## config.mk

```make
export PLATFORM = sky130hd
export DESIGN_NAME = rcr_regulator_regs
export DESIGN_NICKNAME = d
export VERILOG_FILES = /design/src/rtl/rcr_pkg.sv /design/src/rtl/rcr_regulator_regs.sv /design/src/rtl/rcr_sync.sv
export SDC_FILE = /design/constraint.sdc
export NUM_CORES = 1
export LEC_CHECK = 0
export BUFFER_PORTS_ARGS = -buffer_cell sky130_fd_sc_hd__buf_2
export CAP_MARGIN = 20
export CELL_PAD_IN_SITES_DETAIL_PLACEMENT = 1
export CELL_PAD_IN_SITES_GLOBAL_PLACEMENT = 1
export CORE_MARGIN = 1.5
export CORE_UTILIZATION = 42
export DETAILED_ROUTE_END_ITERATION = 8
export GPL_ROUTABILITY_DRIVEN = 0
export PLACE_DENSITY = 0.84
export SLEW_MARGIN = 20
export SYNTH_ARGS = -nofsm -noshare
export SYNTH_HDL_FRONTEND = slang
export SYNTH_HIERARCHICAL = 1
export SYNTH_SLANG_ARGS = --single-unit
```

## constraint.sdc

```tcl
create_clock -name clk_sys -period 1.7 [get_ports clk_sys]
set_input_delay 0.51 -clock clk_sys [delete_from_list [all_inputs] [get_ports clk_sys]]
set_output_delay 0.51 -clock clk_sys [all_outputs]
set_load 0.005 [all_outputs]
```

## src/rtl/rcr_pkg.sv

```systemverilog
package rcr_pkg;

    // Register byte addresses
    localparam logic [7:0] ADDR_LED_OPEN_STATUS = 8'h31;
    localparam logic [7:0] ADDR_REGULATOR_ENABLE_CONTROL = 8'h32;
    localparam logic [7:0] ADDR_REGULATOR_MODE_DISCHARGE_CONFIG = 8'h33;
    localparam logic [7:0] ADDR_REGULATOR_VOLTAGE_SELECT = 8'h34;

    // Field positions
    localparam int LED_OPEN_LSB = 0;
    localparam int LED_OPEN_W = 5;
    localparam int ENABLE_LSB = 0;
    localparam int CHAN_W = 3;
    localparam int MODE_LSB = 0;
    localparam int DISCHARGE_LSB = 4;
    localparam int VCODE1_LSB = 0;
    localparam int VCODE2_LSB = 4;
    localparam int VCODE_W = 4;

    // Values after reset
    localparam logic [4:0] LED_OPEN_RESET = 5'h00;
    localparam logic [0:0] REGULATOR1_ENABLE_RESET = 1'h1;
    localparam logic [2:0] MODE_RESET = 3'h0;
    localparam logic [2:0] DISCHARGE_RESET = 3'h0;

    // Serial interface
    localparam int SYNC_STAGES = 2;
    localparam logic [2:0] BIT_LAST = 3'h7;

    typedef enum logic [2:0] {
        RCR_IDLE,
        RCR_RX,
        RCR_ACK,
        RCR_ACK_DRV,
        RCR_TX,
        RCR_TX_END,
        RCR_TX_ACK,
        RCR_TX_LOAD
    } rcr_state_e;

    typedef enum logic [1:0] {
        RCR_KIND_ADDR,
        RCR_KIND_REG,
        RCR_KIND_WDATA
    } rcr_kind_e;

endpackage

```

## src/rtl/rcr_regulator_regs.sv

```systemverilog
// Functional notes
// A set led_open_status bit stays set until the host writes one to it or the bus supply cycles.
// Enable register bits 2, 1 and 0 turn regulator three, two and one on when one.
// Regulator one enable resets to one; the other two enables take factory defaults.
// Config bits 6, 5 and 4 enable output discharge of channels three, two and one, reset zero.
// Config bits 2, 1 and 0 pick switch mode (one) or regulator mode (zero), reset zero.
// Voltage select bits 7 to 4 hold the channel two code, reset to a factory value.
// Bits 3 to 0 hold the channel one code; codes 0 to 15 run from 4.20 V down to 1.00 V.
// In switch mode a channel's voltage code is not used, yet stays readable and writable.
// Led_open_status bits 4 to 0 flag open led channels five to one; higher bits are unused.
// Unused bits read zero and ignore writes.
// A completed write reaches the control outputs no later than the cycle ending it.
`timescale 1ns/1ps

module rcr_regulator_regs #(
    parameter logic [6:0] I2C_DEVICE_ADDR = 7'h2A, // Bus address, value arbitrary
    parameter logic [1:0] FACTORY_ENABLE_2_3 = 2'h0,
    parameter logic [3:0] FACTORY_VCODE1 = 4'h0,
    parameter logic [3:0] FACTORY_VCODE2 = 4'h0
) (
    // Clock and reset
    input wire logic clk_sys,
    input wire logic rst_n,
    // Serial host pins, open drain data
    input wire logic scl,
    input wire logic sda_in,
    output logic sda_out,
    output logic sda_oe,
    // Analog side inputs
    input wire logic bus_supply_input,
    input wire logic [4:0] led_open_detect,
    // Regulator controls
    output logic regulator1_enable,
    output logic regulator2_enable,
    output logic regulator3_enable,
    output logic regulator1_discharge,
    output logic regulator2_discharge,
    output logic regulator3_discharge,
    output logic regulator1_switch_select,
    output logic regulator2_switch_select,
    output logic regulator3_switch_select,
    output logic [3:0] regulator1_voltage_code,
    output logic [3:0] regulator2_voltage_code,
    output logic regulator1_voltage_used,
    output logic regulator2_voltage_used,
    // Status view
    output logic [4:0] led_open_status
);

    typedef struct packed {
        logic [4:0] led;
        logic [2:0] en;
        logic [2:0] dscg;
        logic [2:0] mode;
        logic [7:0] vsel;
        rcr_pkg::rcr_state_e st;
        rcr_pkg::rcr_kind_e kind;
        logic [2:0] cnt;
        logic [7:0] shift;
        logic [7:0] ptr;
        logic rw;
        logic [7:0] tx;
        logic oe;
        logic scl_q;
        logic sda_q;
    } rcr_regs_s;

    rcr_regs_s state;
    rcr_regs_s next_state;

    logic [2:0] pins_sync;
    logic [4:0] led_sync;
    logic scl_s;
    logic sda_s;
    logic supply_s;
    logic scl_rise;
    logic scl_fall;
    logic start_cond;
    logic stop_cond;
    logic [7:0] byte_in;
    logic [7:0] rdata;

    rcr_sync #(.WIDTH(3)) u_sync_pins (
        .clk_sys(clk_sys),
        .rst_n(rst_n),
        .async_in({scl, sda_in, bus_supply_input}),
        .sync_out(pins_sync)
    );

    rcr_sync #(.WIDTH(5)) u_sync_led (
        .clk_sys(clk_sys),
        .rst_n(rst_n),
        .async_in(led_open_detect),
        .sync_out(led_sync)
    );

    assign scl_s = pins_sync[2];
    assign sda_s = pins_sync[1];
    assign supply_s = pins_sync[0];
    assign scl_rise = scl_s & ~state.scl_q;
    assign scl_fall = ~scl_s & state.scl_q;
    assign start_cond = scl_s & state.scl_q & state.sda_q & ~sda_s;
    assign stop_cond = scl_s & state.scl_q & ~state.sda_q & sda_s;
    assign byte_in = {state.shift[6:0], sda_s};

    // Read view; unmapped addresses and unused bits read zero
    always_comb begin
        rdata = 8'h00;
        unique case (state.ptr)
            rcr_pkg::ADDR_LED_OPEN_STATUS:
                rdata[rcr_pkg::LED_OPEN_LSB +: rcr_pkg::LED_OPEN_W] = state.led;
            rcr_pkg::ADDR_REGULATOR_ENABLE_CONTROL:
                rdata[rcr_pkg::ENABLE_LSB +: rcr_pkg::CHAN_W] = state.en;
            rcr_pkg::ADDR_REGULATOR_MODE_DISCHARGE_CONFIG: begin
                rdata[rcr_pkg::MODE_LSB +: rcr_pkg::CHAN_W] = state.mode;
                rdata[rcr_pkg::DISCHARGE_LSB +: rcr_pkg::CHAN_W] = state.dscg;
            end
            rcr_pkg::ADDR_REGULATOR_VOLTAGE_SELECT:
                rdata = state.vsel;
            default:
                rdata = 8'h00;
        endcase
    end

    always_comb begin
        next_state = state;
        next_state.scl_q = scl_s;
        next_state.sda_q = sda_s;

        // Removing the bus supply wipes the status; a host write of one clears its bit
        if (!supply_s) begin
            next_state.led = '0;
        end

        if (stop_cond) begin
            next_state.st = rcr_pkg::RCR_IDLE;
            next_state.oe = 1'b0;
        end else if (start_cond) begin
            next_state.st = rcr_pkg::RCR_RX;
            next_state.kind = rcr_pkg::RCR_KIND_ADDR;
            next_state.cnt = 3'h0;
            next_state.oe = 1'b0;
        end else begin
            unique case (state.st)
                rcr_pkg::RCR_IDLE: begin
                    next_state.oe = 1'b0;
                end
                rcr_pkg::RCR_RX: begin
                    if (scl_rise) begin
                        next_state.shift = byte_in;
                        next_state.cnt = state.cnt + 3'h1;
                        if (state.cnt == rcr_pkg::BIT_LAST) begin
                            next_state.st = rcr_pkg::RCR_ACK;
                            unique case (state.kind)
                                rcr_pkg::RCR_KIND_ADDR: begin
                                    next_state.rw = byte_in[0];
                                    if (byte_in[7:1] != I2C_DEVICE_ADDR) begin
                                        next_state.st = rcr_pkg::RCR_IDLE;
                                    end
                                end
                                rcr_pkg::RCR_KIND_REG: begin
                                    next_state.ptr = byte_in;
                                end
                                default: begin
                                    // Commit at the last data bit edge
                                    next_state.ptr = state.ptr + 8'h01;
                                    unique case (state.ptr)
                                        rcr_pkg::ADDR_LED_OPEN_STATUS:
                                            next_state.led = next_state.led & ~byte_in[
                                                rcr_pkg::LED_OPEN_LSB +: rcr_pkg::LED_OPEN_W];
                                        rcr_pkg::ADDR_REGULATOR_ENABLE_CONTROL:
                                            next_state.en = byte_in[
                                                rcr_pkg::ENABLE_LSB +: rcr_pkg::CHAN_W];
                                        rcr_pkg::ADDR_REGULATOR_MODE_DISCHARGE_CONFIG: begin
                                            next_state.mode = byte_in[
                                                rcr_pkg::MODE_LSB +: rcr_pkg::CHAN_W];
                                            next_state.dscg = byte_in[
                                                rcr_pkg::DISCHARGE_LSB +: rcr_pkg::CHAN_W];
                                        end
                                        rcr_pkg::ADDR_REGULATOR_VOLTAGE_SELECT:
                                            next_state.vsel = byte_in;
                                        default:
                                            next_state.vsel = state.vsel;
                                    endcase
                                end
                            endcase
                        end
                    end
                end
                rcr_pkg::RCR_ACK: begin
                    if (scl_fall) begin
                        next_state.oe = 1'b1;
                        next_state.st = rcr_pkg::RCR_ACK_DRV;
                    end
                end
                rcr_pkg::RCR_ACK_DRV: begin
                    if (scl_fall) begin
                        next_state.oe = 1'b0;
                        next_state.cnt = 3'h0;
                        next_state.st = rcr_pkg::RCR_RX;
                        if (state.kind == rcr_pkg::RCR_KIND_ADDR && state.rw) begin
                            next_state.tx = rdata;
                            next_state.ptr = state.ptr + 8'h01;
                            next_state.oe = ~rdata[7];
                            next_state.st = rcr_pkg::RCR_TX;
                        end else if (state.kind == rcr_pkg::RCR_KIND_ADDR) begin
                            next_state.kind = rcr_pkg::RCR_KIND_REG;
                        end else begin
                            next_state.kind = rcr_pkg::RCR_KIND_WDATA;
                        end
                    end
                end
                rcr_pkg::RCR_TX: begin
                    if (scl_rise) begin
                        next_state.cnt = state.cnt + 3'h1;
                        if (state.cnt == rcr_pkg::BIT_LAST) begin
                            next_state.st = rcr_pkg::RCR_TX_END;
                        end
                    end else if (scl_fall) begin
                        next_state.tx = {state.tx[6:0], 1'b0};
                        next_state.oe = ~state.tx[6];
                    end
                end
                rcr_pkg::RCR_TX_END: begin
                    if (scl_fall) begin
                        next_state.oe = 1'b0;
                        next_state.st = rcr_pkg::RCR_TX_ACK;
                    end
                end
                rcr_pkg::RCR_TX_ACK: begin
                    if (scl_rise) begin
                        next_state.st = sda_s ? rcr_pkg::RCR_IDLE : rcr_pkg::RCR_TX_LOAD;
                    end
                end
                rcr_pkg::RCR_TX_LOAD: begin
                    if (scl_fall) begin
                        next_state.tx = rdata;
                        next_state.ptr = state.ptr + 8'h01;
                        next_state.oe = ~rdata[7];
                        next_state.cnt = 3'h0;
                        next_state.st = rcr_pkg::RCR_TX;
                    end
                end
            endcase
        end

        // A newly detected open channel wins over any clear in the same cycle
        next_state.led = next_state.led | led_sync;
    end

    always_ff @(posedge clk_sys or negedge rst_n) begin
        if (!rst_n) begin
            state <= '0;
            state.led <= rcr_pkg::LED_OPEN_RESET;
            state.en <= {FACTORY_ENABLE_2_3, rcr_pkg::REGULATOR1_ENABLE_RESET};
            state.dscg <= rcr_pkg::DISCHARGE_RESET;
            state.mode <= rcr_pkg::MODE_RESET;
            state.vsel <= {FACTORY_VCODE2, FACTORY_VCODE1};
            state.st <= rcr_pkg::RCR_IDLE;
            state.kind <= rcr_pkg::RCR_KIND_ADDR;
            state.scl_q <= 1'b1;
            state.sda_q <= 1'b1;
        end else begin
            state <= next_state;
        end
    end

    assign sda_out = 1'b0;
    assign sda_oe = state.oe;
    assign regulator1_enable = state.en[0];
    assign regulator2_enable = state.en[1];
    assign regulator3_enable = state.en[2];
    assign regulator1_discharge = state.dscg[0];
    assign regulator2_discharge = state.dscg[1];
    assign regulator3_discharge = state.dscg[2];
    assign regulator1_switch_select = state.mode[0];
    assign regulator2_switch_select = state.mode[1];
    assign regulator3_switch_select = state.mode[2];
    assign regulator1_voltage_code = state.vsel[rcr_pkg::VCODE1_LSB +: rcr_pkg::VCODE_W];
    assign regulator2_voltage_code = state.vsel[rcr_pkg::VCODE2_LSB +: rcr_pkg::VCODE_W];
    assign regulator1_voltage_used = ~state.mode[0];
    assign regulator2_voltage_used = ~state.mode[1];
    assign led_open_status = state.led;

endmodule // rcr_regulator_regs

```

## src/rtl/rcr_sync.sv

```systemverilog
`timescale 1ns/1ps

module rcr_sync #(
    parameter int WIDTH = 1
) (
    // Clock and reset
    input wire logic clk_sys,
    input wire logic rst_n,
    // Data
    input wire logic [WIDTH-1:0] async_in,
    output logic [WIDTH-1:0] sync_out
);

    typedef struct packed {
        logic [WIDTH-1:0] stage1;
        logic [WIDTH-1:0] stage2;
    } rcr_sync_s;

    rcr_sync_s state;
    rcr_sync_s next_state;

    always_comb begin
        next_state.stage1 = async_in;
        next_state.stage2 = state.stage1;
    end

    always_ff @(posedge clk_sys or negedge rst_n) begin
        if (!rst_n) begin
            state <= '0;
        end else begin
            state <= next_state;
        end
    end

    assign sync_out = state.stage2;

endmodule // rcr_sync

```

==> key figures, run 1 <==
Route
  – Via count: 3782
  – Pre-antenna DRT Iters: 5
  – DRC viols: 0
  – Final WL: 18.0 mm
  – Avg Vias per Cell: 6.54
  – Initial DRC Count: 322
  – DRT antenna net count: 0
  – Wire per inst: 31.1 microns

Final layout
  – Layout cell share with drive strength beyond 1: 55.6%
  – Area delta synth->final: 47.1%
  – Nets: 484
  – N_diodes: 0
  – Final instance area: 5420 sq um

Synthesis
  – Number of synthesized register bits: 72
  – Distinct cells, synth: 60
  – Post-synthesis compound-gate area fraction: 17.3%
  – Number of synthesized flops with an enable pin: 0
  – Top cells by area, synth: dfrtp_1 47%, mux2_2 6.1%, a21oi_1 2.9%, buf_4 2.9%, nand2_1 2.5%
  – Ys flop type: dfrtp_1
  – Top cell type's share of synthesized area: 46.9%
  – Synthesized area: 3680 sq um
  – Main combinational cell family by area after synthesis: compound AO/OA/AOI/OAI gates
  – Post-synthesis mux area share: 9.58%
  – Synthesized instance count: 350
  – Post-synth top area cell: dfrtp_1
  – Post-synth ARST share: 100%
  – Avg Synthesized Cell Area: 10.5 sq um
  – Seq/Total Area, Yosys: 49.0%
  – Syn Nets: 366
  – Synth Area in Simple Gates: 15.8%
  – Yosys warnings: 6
  – Post-Synth XOR/XNOR Area: 0.475%
  – Post-Synth Adder-Cell Area: 2.04%

Floorplanning
  – Core Region: 8340 sq um
  – Die span in y: 96.7 microns
  – Die area: 9340 sq um
  – I/O pin count: 36
  – Initial core utilization: 44.2%
  – Std cell rows: 33
  – Die width: 96.7 microns

Placed design
  – Input/output buffers: 34
  – Worst slack, placed: -0.256 ns
  – HPWL Detailed: 8.76 mm
  – DP Area: 4430 sq um

Timing
  – Unrepaired setup endpoints after global routing: yes
  – Final Hold Slack: -0.000508 ns
  – Fmax: 0.474 GHz
  – Final worst-path setup slack: -0.410 ns
  – Slew Viols, Final: 0
  – Min Tclk post-route: 2.11 ns
  – Setup violators final: 54
  – Final period utilization: 124%
  – Final Skew: 0.0193 ns
  – Hold Fails Final Rpt: 2

Worst setup path
  – Arrival time worst endpoint: 2.43 ns
  – Setup crit start kind: flop
  – WS Path Type: reg2reg
  – Worst r2r path cells: 9
  – Critical path peak fanout: 4
  – Worst setup EP type: flop
  – Req. time, crit path: 2.02 ns

Global routing
  – Vias in the first global route: 4106
  – Grt total ovfl: 0
  – First-pass GRT wire length: 24.4 mm
  – Largest net degree at the start of global routing: 55
  – GRT Total Usage: 34.5%
  – Antenna violations before repair: 0

Power
  – Total Power: 3.92 mW
  – Leakage: 2.45 nW
  – Peak supply drop: 0.000581 V
  – Power Density: 722 nW/um^2

CTS
  – H-tree lvl count: 3
  – Clk root buf: clkbuf_8
  – Clock Sinks: 72
  – CTS Buf Count: 9
  – Clk_lat worst skew: 0.38 ns
  – TritonCTS clock tree: done
  – Hold_buf cts: 0
  – Deepest clock path buffer count: 2
  – Clock transition at path regs: 0.09 ns

Run
  – Max-Cap Viols: 0

Outcome
  – Violated checks: negative hold slack, negative setup slack
  – Outcome: finished with violations

Min path
  – HP Class: in2async
==> power by group <==
part / total, mW / switching [mW] / internal [mW]
logic: 0.555 / 0.306 / 0.249
registers: 1.88 / 0.0967 / 1.79
clock network: 1.48 / 0.785 / 0.691
==> area by class of cell <==
cell class	instances	area, sq um
fill	857	2920
multi-input combinational	239	2180
sequential	72	1810
timing repair buffer	135	1050
tap	105	131
clock buffer	9	124
clock inverter	7	77.6
inverter	11	41.3
==> cells by family after synthesis <==
| family | Yosys count |
|---|---|
| fa+ha+maj | 6 |
| mux | 32 |
| buf+inv | 39 |
| xor+xnor | 2 |
| compound gates | 92 |
| simple gates | 106 |
| flops | 72 |
| other cells | 1 |
==> path summary, 6_finish.rpt <==
kind / from / slack [ns] / end
min in group clk_sys: led_open_detect[2] / 0.23 / u_sync_led/next_state[2]
worst max-delay path: state[28] / -0.41 / state[19]
worst min-delay path: rst_n / -0.0005 / u_sync_pins/sync_out[1]
worst min register to register: u_sync_pins/next_state[1] / 0.34 / u_sync_pins/sync_out[1]
max in group asynchronous: rst_n / 1.10 / regulator1_enable
worst max register to register: state[28] / -0.41 / state[19]
==> cell usage in the layout, fill, tap and decap left out, types with 7 or more instances in the layout <==
master,instances
buf_2,34
a21oi_1,8
a21oi_2,7
o21ai_1,7
nor2_1,21
nand2_2,7
mux2_4,19
a22oi_1,7
buf_4,79
mux2_2,7
dfrtp_1,63
nand2_1,17
clkbuf_8,9
buf_6,17
inv_1,8
==> metrics by stage <==
stage | std cells | util (%) | TNS [ns]
2_1_floorplan | 350 | - | 0
3_3_place_gp | 535 | 53.1 | -2.65
3_5_place_dp | 535 | 53.1 | -5.92
4_1_cts | 569 | 60.6 | -4.38
5_1_grt | 578 | 65.0 | -12.42
6_report | 578 | 65.0 | -11.59
==> metal layers <==
layer,up-vias,part of all wire [%],GRT usage (%)
met1,1900,36,41.3
met2,267,48,58.6
met4,0,8.3,19.5
met5,-,0,0
li1,1496,-,-
met3,119,7.0,5.85
==> critical path, stage by stage (launching register included) <==
cell and delay [ns]:
dfrtp_1 0.38, ha_2 0.20, ha_4 0.17, nand3b_1 0.22
buf_4 0.25, nor3b_4 0.24, buf_6 0.19, nand2_1 0.11
a21oi_4 0.17, a211o_1 0.12
==> synthesized netlist by cell type, types with 3 or more instances <==
library cell and n:
dfstp_2 3, inv_1 11, a31oi_1 3, nand2b_1 6
o32a_1 3, mux2_2 20, dfrtp_1 69, mux2i_1 6
o21ai_0 8, buf_4 14, a222oi_1 3, o21ai_1 8
and2_1 6, nor2_1 25, mux2_1 6, a31o_1 5
nand3_1 8, o22ai_1 6, o211ai_1 4, clkbuf_1 3
nor3_1 4, a22oi_1 7, a21oi_1 21, buf_2 10
nand2_1 25, and3_1 3, nand3b_1 3, ha_1 6
or3_1 4, nor2b_1 7
==> registers in the layout, indices dropped and copies added, names as in the netlist <==
name	flops
u_sync_pins/next_state	3
led_open_status	5
regulator1_voltage_code	4
regulator1_enable	1
regulator2_discharge	1
u_sync_led/sync_out	5
regulator1_switch_select	1
sda_oe	1
state	26
u_sync_led/next_state	5
regulator3_switch_select	1
byte_in	7
regulator3_discharge	1
regulator1_discharge	1
regulator3_enable	1
u_sync_pins/sync_out	3
regulator2_switch_select	1
regulator2_voltage_code	4
regulator2_enable	1
==> what timing repair did <==
| action | in CTS | in global routing |
|---|---|---|
| pin swaps | 20 | 28 |
| resized for setup | 79 | 67 |
| buffers inserted | 18 | 9 |
| gates cloned | 0 | 0 |
| endpoints found under the setup margin | 46 | 48 |
No activity file was read; power rests on OpenSTA's default activity.
==> run 2, diff against run 1 <==
--- a/config.mk
+++ b/config.mk
@@ -13,7 +13,7 @@
 export CORE_UTILIZATION = 42
 export DETAILED_ROUTE_END_ITERATION = 8
 export GPL_ROUTABILITY_DRIVEN = 0
-export PLACE_DENSITY = 0.84
+export PLACE_DENSITY = 0.76
 export SLEW_MARGIN = 20
 export SYNTH_ARGS = -nofsm -noshare
 export SYNTH_HDL_FRONTEND = slang
==> key figures, run 2 (synthesis gave the netlist of run 1 again) <==
Worst setup path
  – Worst r2r path cells: 8 (-1)
  – Reg-to-Reg End: state[5]
  – Reg2reg start: state[12]
  – Critical path peak fanout: 8 (+4)
  – Reg-to-reg slack, setup: -0.54 ns (-0.13 ns)
  – Setup crit start kind: flop
  – WS Path Type: reg2reg
  – Worst setup EP type: flop
  – Req. time, crit path: 1.94 ns (-0.08 ns)
  – Arrival time worst endpoint: 2.48 ns (+0.05 ns)

Route
  – Via count: 3948 (+4.4%)
  – DRC viols: 0 (unchanged)
  – Final WL: 18.8 mm (+4.5%)
  – Wire per inst: 32.4 microns (+4.3%)
  – Pre-antenna DRT Iters: 6 (+1)
  – Initial DRC Count: 300 (-6.8%)
  – DRT antenna net count: 0 (unchanged)
  – Avg Vias per Cell: 6.82 (+4.2%)

Final layout
  – Most flops, register: state
  – Largest register FFs: 26 (unchanged)
  – FILL cells: 836 (-2.5%)
  – Area delta synth->final: 50.8%
  – Commonest non-fill, non-tap cell in the layout: buf_4
  – Fin util: 66.6% (+1.6 points)
  – Nets: 484 (unchanged)
  – Layout cell share with drive strength beyond 1: 59.2% (+3.6 points)
  – Most frequent cells in the layout: 72 x buf_4, 62 x dfrtp_1, 34 x buf_2

Power
  – Leakage: 2.49 nW (+1.8%)
  – Switching Fraction: 31.4% (+1.1 points)
  – Power Density: 729 nW/um^2 (+0.90%)
  – Share of total power in the clock network: 37.6% (about the same)
  – Cell-internal power: 2.78 mW (+1.8%)
  – Combinational share of power: 16.4% (+2.2 points)
  – NetSw: 1.27 mW (+7.0%)
  – Peak supply drop: 0.000537 V (-7.5%)
  – Flop pwr share: 46.0% (-2.1 points)

Timing
  – Final worst-path setup slack: -0.539 ns (-0.129 ns)
  – Hold Fails Final Rpt: 0 (-2)
  – Worst slew pin tran: 0.495 ns
  – Max_slew headroom: 66.5%
  – Fmax: 0.447 GHz (-5.8%)
  – Final period utilization: 132% (+7.6 points)
  – Final Hold Slack: 0.0529 ns (+0.0534 ns)
  – Min Tclk post-route: 2.24 ns (+0.129 ns)
  – Setup violators final: 53 (-1.9%)
  – Slew Viols, Final: 0 (unchanged)
  – Unrepaired setup endpoints after global routing: yes
  – Final Skew: 0.0202 ns (+0.000938 ns)

Floorplanning
  – Initial core utilization: 44.2% (unchanged)
  – Std cell rows: 33 (unchanged)
  – Die area: 9340 sq um (unchanged)
  – Core Region: 8340 sq um (unchanged)
  – Die width: 96.7 microns (unchanged)
  – I/O pin count: 36 (unchanged)
  – Die span in y: 96.7 microns (unchanged)

Placed design
  – Worst slack, placed: -0.403 ns (-0.147 ns)
  – HPWL Detailed: 8.22 mm (-6.2%)
  – Input/output buffers: 34 (unchanged)

CTS
  – TritonCTS clock tree: done
  – H-tree lvl count: 3 (unchanged)
  – Deepest clock path buffer count: 2 (unchanged)
  – Clock Sinks: 72 (unchanged)
  – Clock transition at path regs: 0.10 ns (about the same)
  – Clk_lat worst skew: 0.38 ns (about the same)
  – Clk root buf: clkbuf_8
  – CTS Buf Count: 9 (unchanged)

Outcome
  – Violated checks: negative setup slack
  – Outcome: finished with violations

Run
  – Max-Cap Viols: 0 (unchanged)

Global routing
  – Vias in the first global route: 3937 (-4.1%)
  – Largest net degree at the start of global routing: 28 (-49%)
  – First-pass GRT wire length: 22.6 mm (-7.2%)
  – GRT Total Usage: 31.5% (-2.9 points)
  – Grt total ovfl: 0 (unchanged)
  – Antenna violations before repair: 1 (+1)

Min path
  – HP Class: in2async
## run 2: cell count changes in the layout (fill, tap and decap cells not counted), moves of 3 or more
cell / delta
a21oi_4: -6
mux2_4: -4
buf_4: -7
a22oi_2: +4
buf_12: +3
buf_8: +3
a21oi_2: +5
a22oi_1: -4
mux2_2: +4
nand2_1: -3
## run 2: layout make-up
type                            instances  area (sq um)  area share (%)
Tap cell                              105           131            2.36
Inverter                               11          43.8           0.788
Clock inverter                          7          77.6            1.40
Clock buffer                            9           124            2.23
Antenna cell                            1          2.50          0.0450
Sequential cell                        72          1810            32.7
Timing Repair Buffer                  135          1130            20.4
Multi-Input combinational cell        239          2230            40.1
## run 2: power by group through the flow
stage	clock [mW]	sequential [mW]	combinational [mW]
final	1.52	1.86	0.665
after CTS	1.44	1.85	0.493
after detailed placement	0	1.87	0.438
after global routing	1.59	1.86	0.681
after floorplan	0	1.88	0.179
after global placement	0	1.87	0.422
## run 2: worst max-delay path: stages, from the launching register on
cell and delay (ns):
dfrtp_2 0.48, inv_4 0.07, buf_4 0.15, ha_1 0.23
and2_4 0.18, buf_8 0.14, a21oi_2 0.26, nor2_1 0.17
o32a_1 0.42
## run 2: metrics by stage
| stage | total power, mW | std cells | setup TNS, ns | area, sq um |
|---|---|---|---|---|
| 3_5_place_dp | 2.31 | 531 | -9.99 | 4430 |
| 5_1_grt | 4.14 | 579 | -12.99 | 5560 |
| 2_1_floorplan | 2.06 | 350 | 0 | 3720 |
| 6_report | 4.05 | 579 | -11.65 | 5560 |
| 4_1_cts | 3.78 | 559 | -3.77 | 5010 |
| 3_3_place_gp | 2.29 | 531 | -7.56 | 4430 |
## run 2: what timing repair did
item / 4_1_cts / 5_1_grt
setup buffers: 12 / 18
gates resized for setup: 76 / 90
gates cloned: 0 / 1
pin swaps: 23 / 43
hold buffers: 0 / 0
endpoints found under the setup margin: 47 / 47
## run 2: per-layer routing
metal | GRT usage (%) | wire [microns] | vias to the layer above
met5 | 0 | 0 | -
met4 | 16.5 | 1490 | 0
met3 | 6.36 | 1750 | 125
met2 | 52.2 | 8810 | 312
met1 | 38.8 | 6720 | 2004
li1 | - | - | 1507
## run 2: how the worst max path moves through the flow
stage               from                       end  slack [ns]  cells past startpoint
3_3_place_gp   state[32]      regulator1_discharge       -0.32                      5
6_report       state[12]                  state[5]       -0.54                      8
5_1_grt        state[13]                  state[5]       -0.58                      7
3_5_place_dp   state[32]  regulator2_switch_select       -0.40                      5
2_1_floorplan  state[35]  regulator1_switch_select       0.005                      6
4_1_cts        state[32]                 state[12]       -0.17                      6
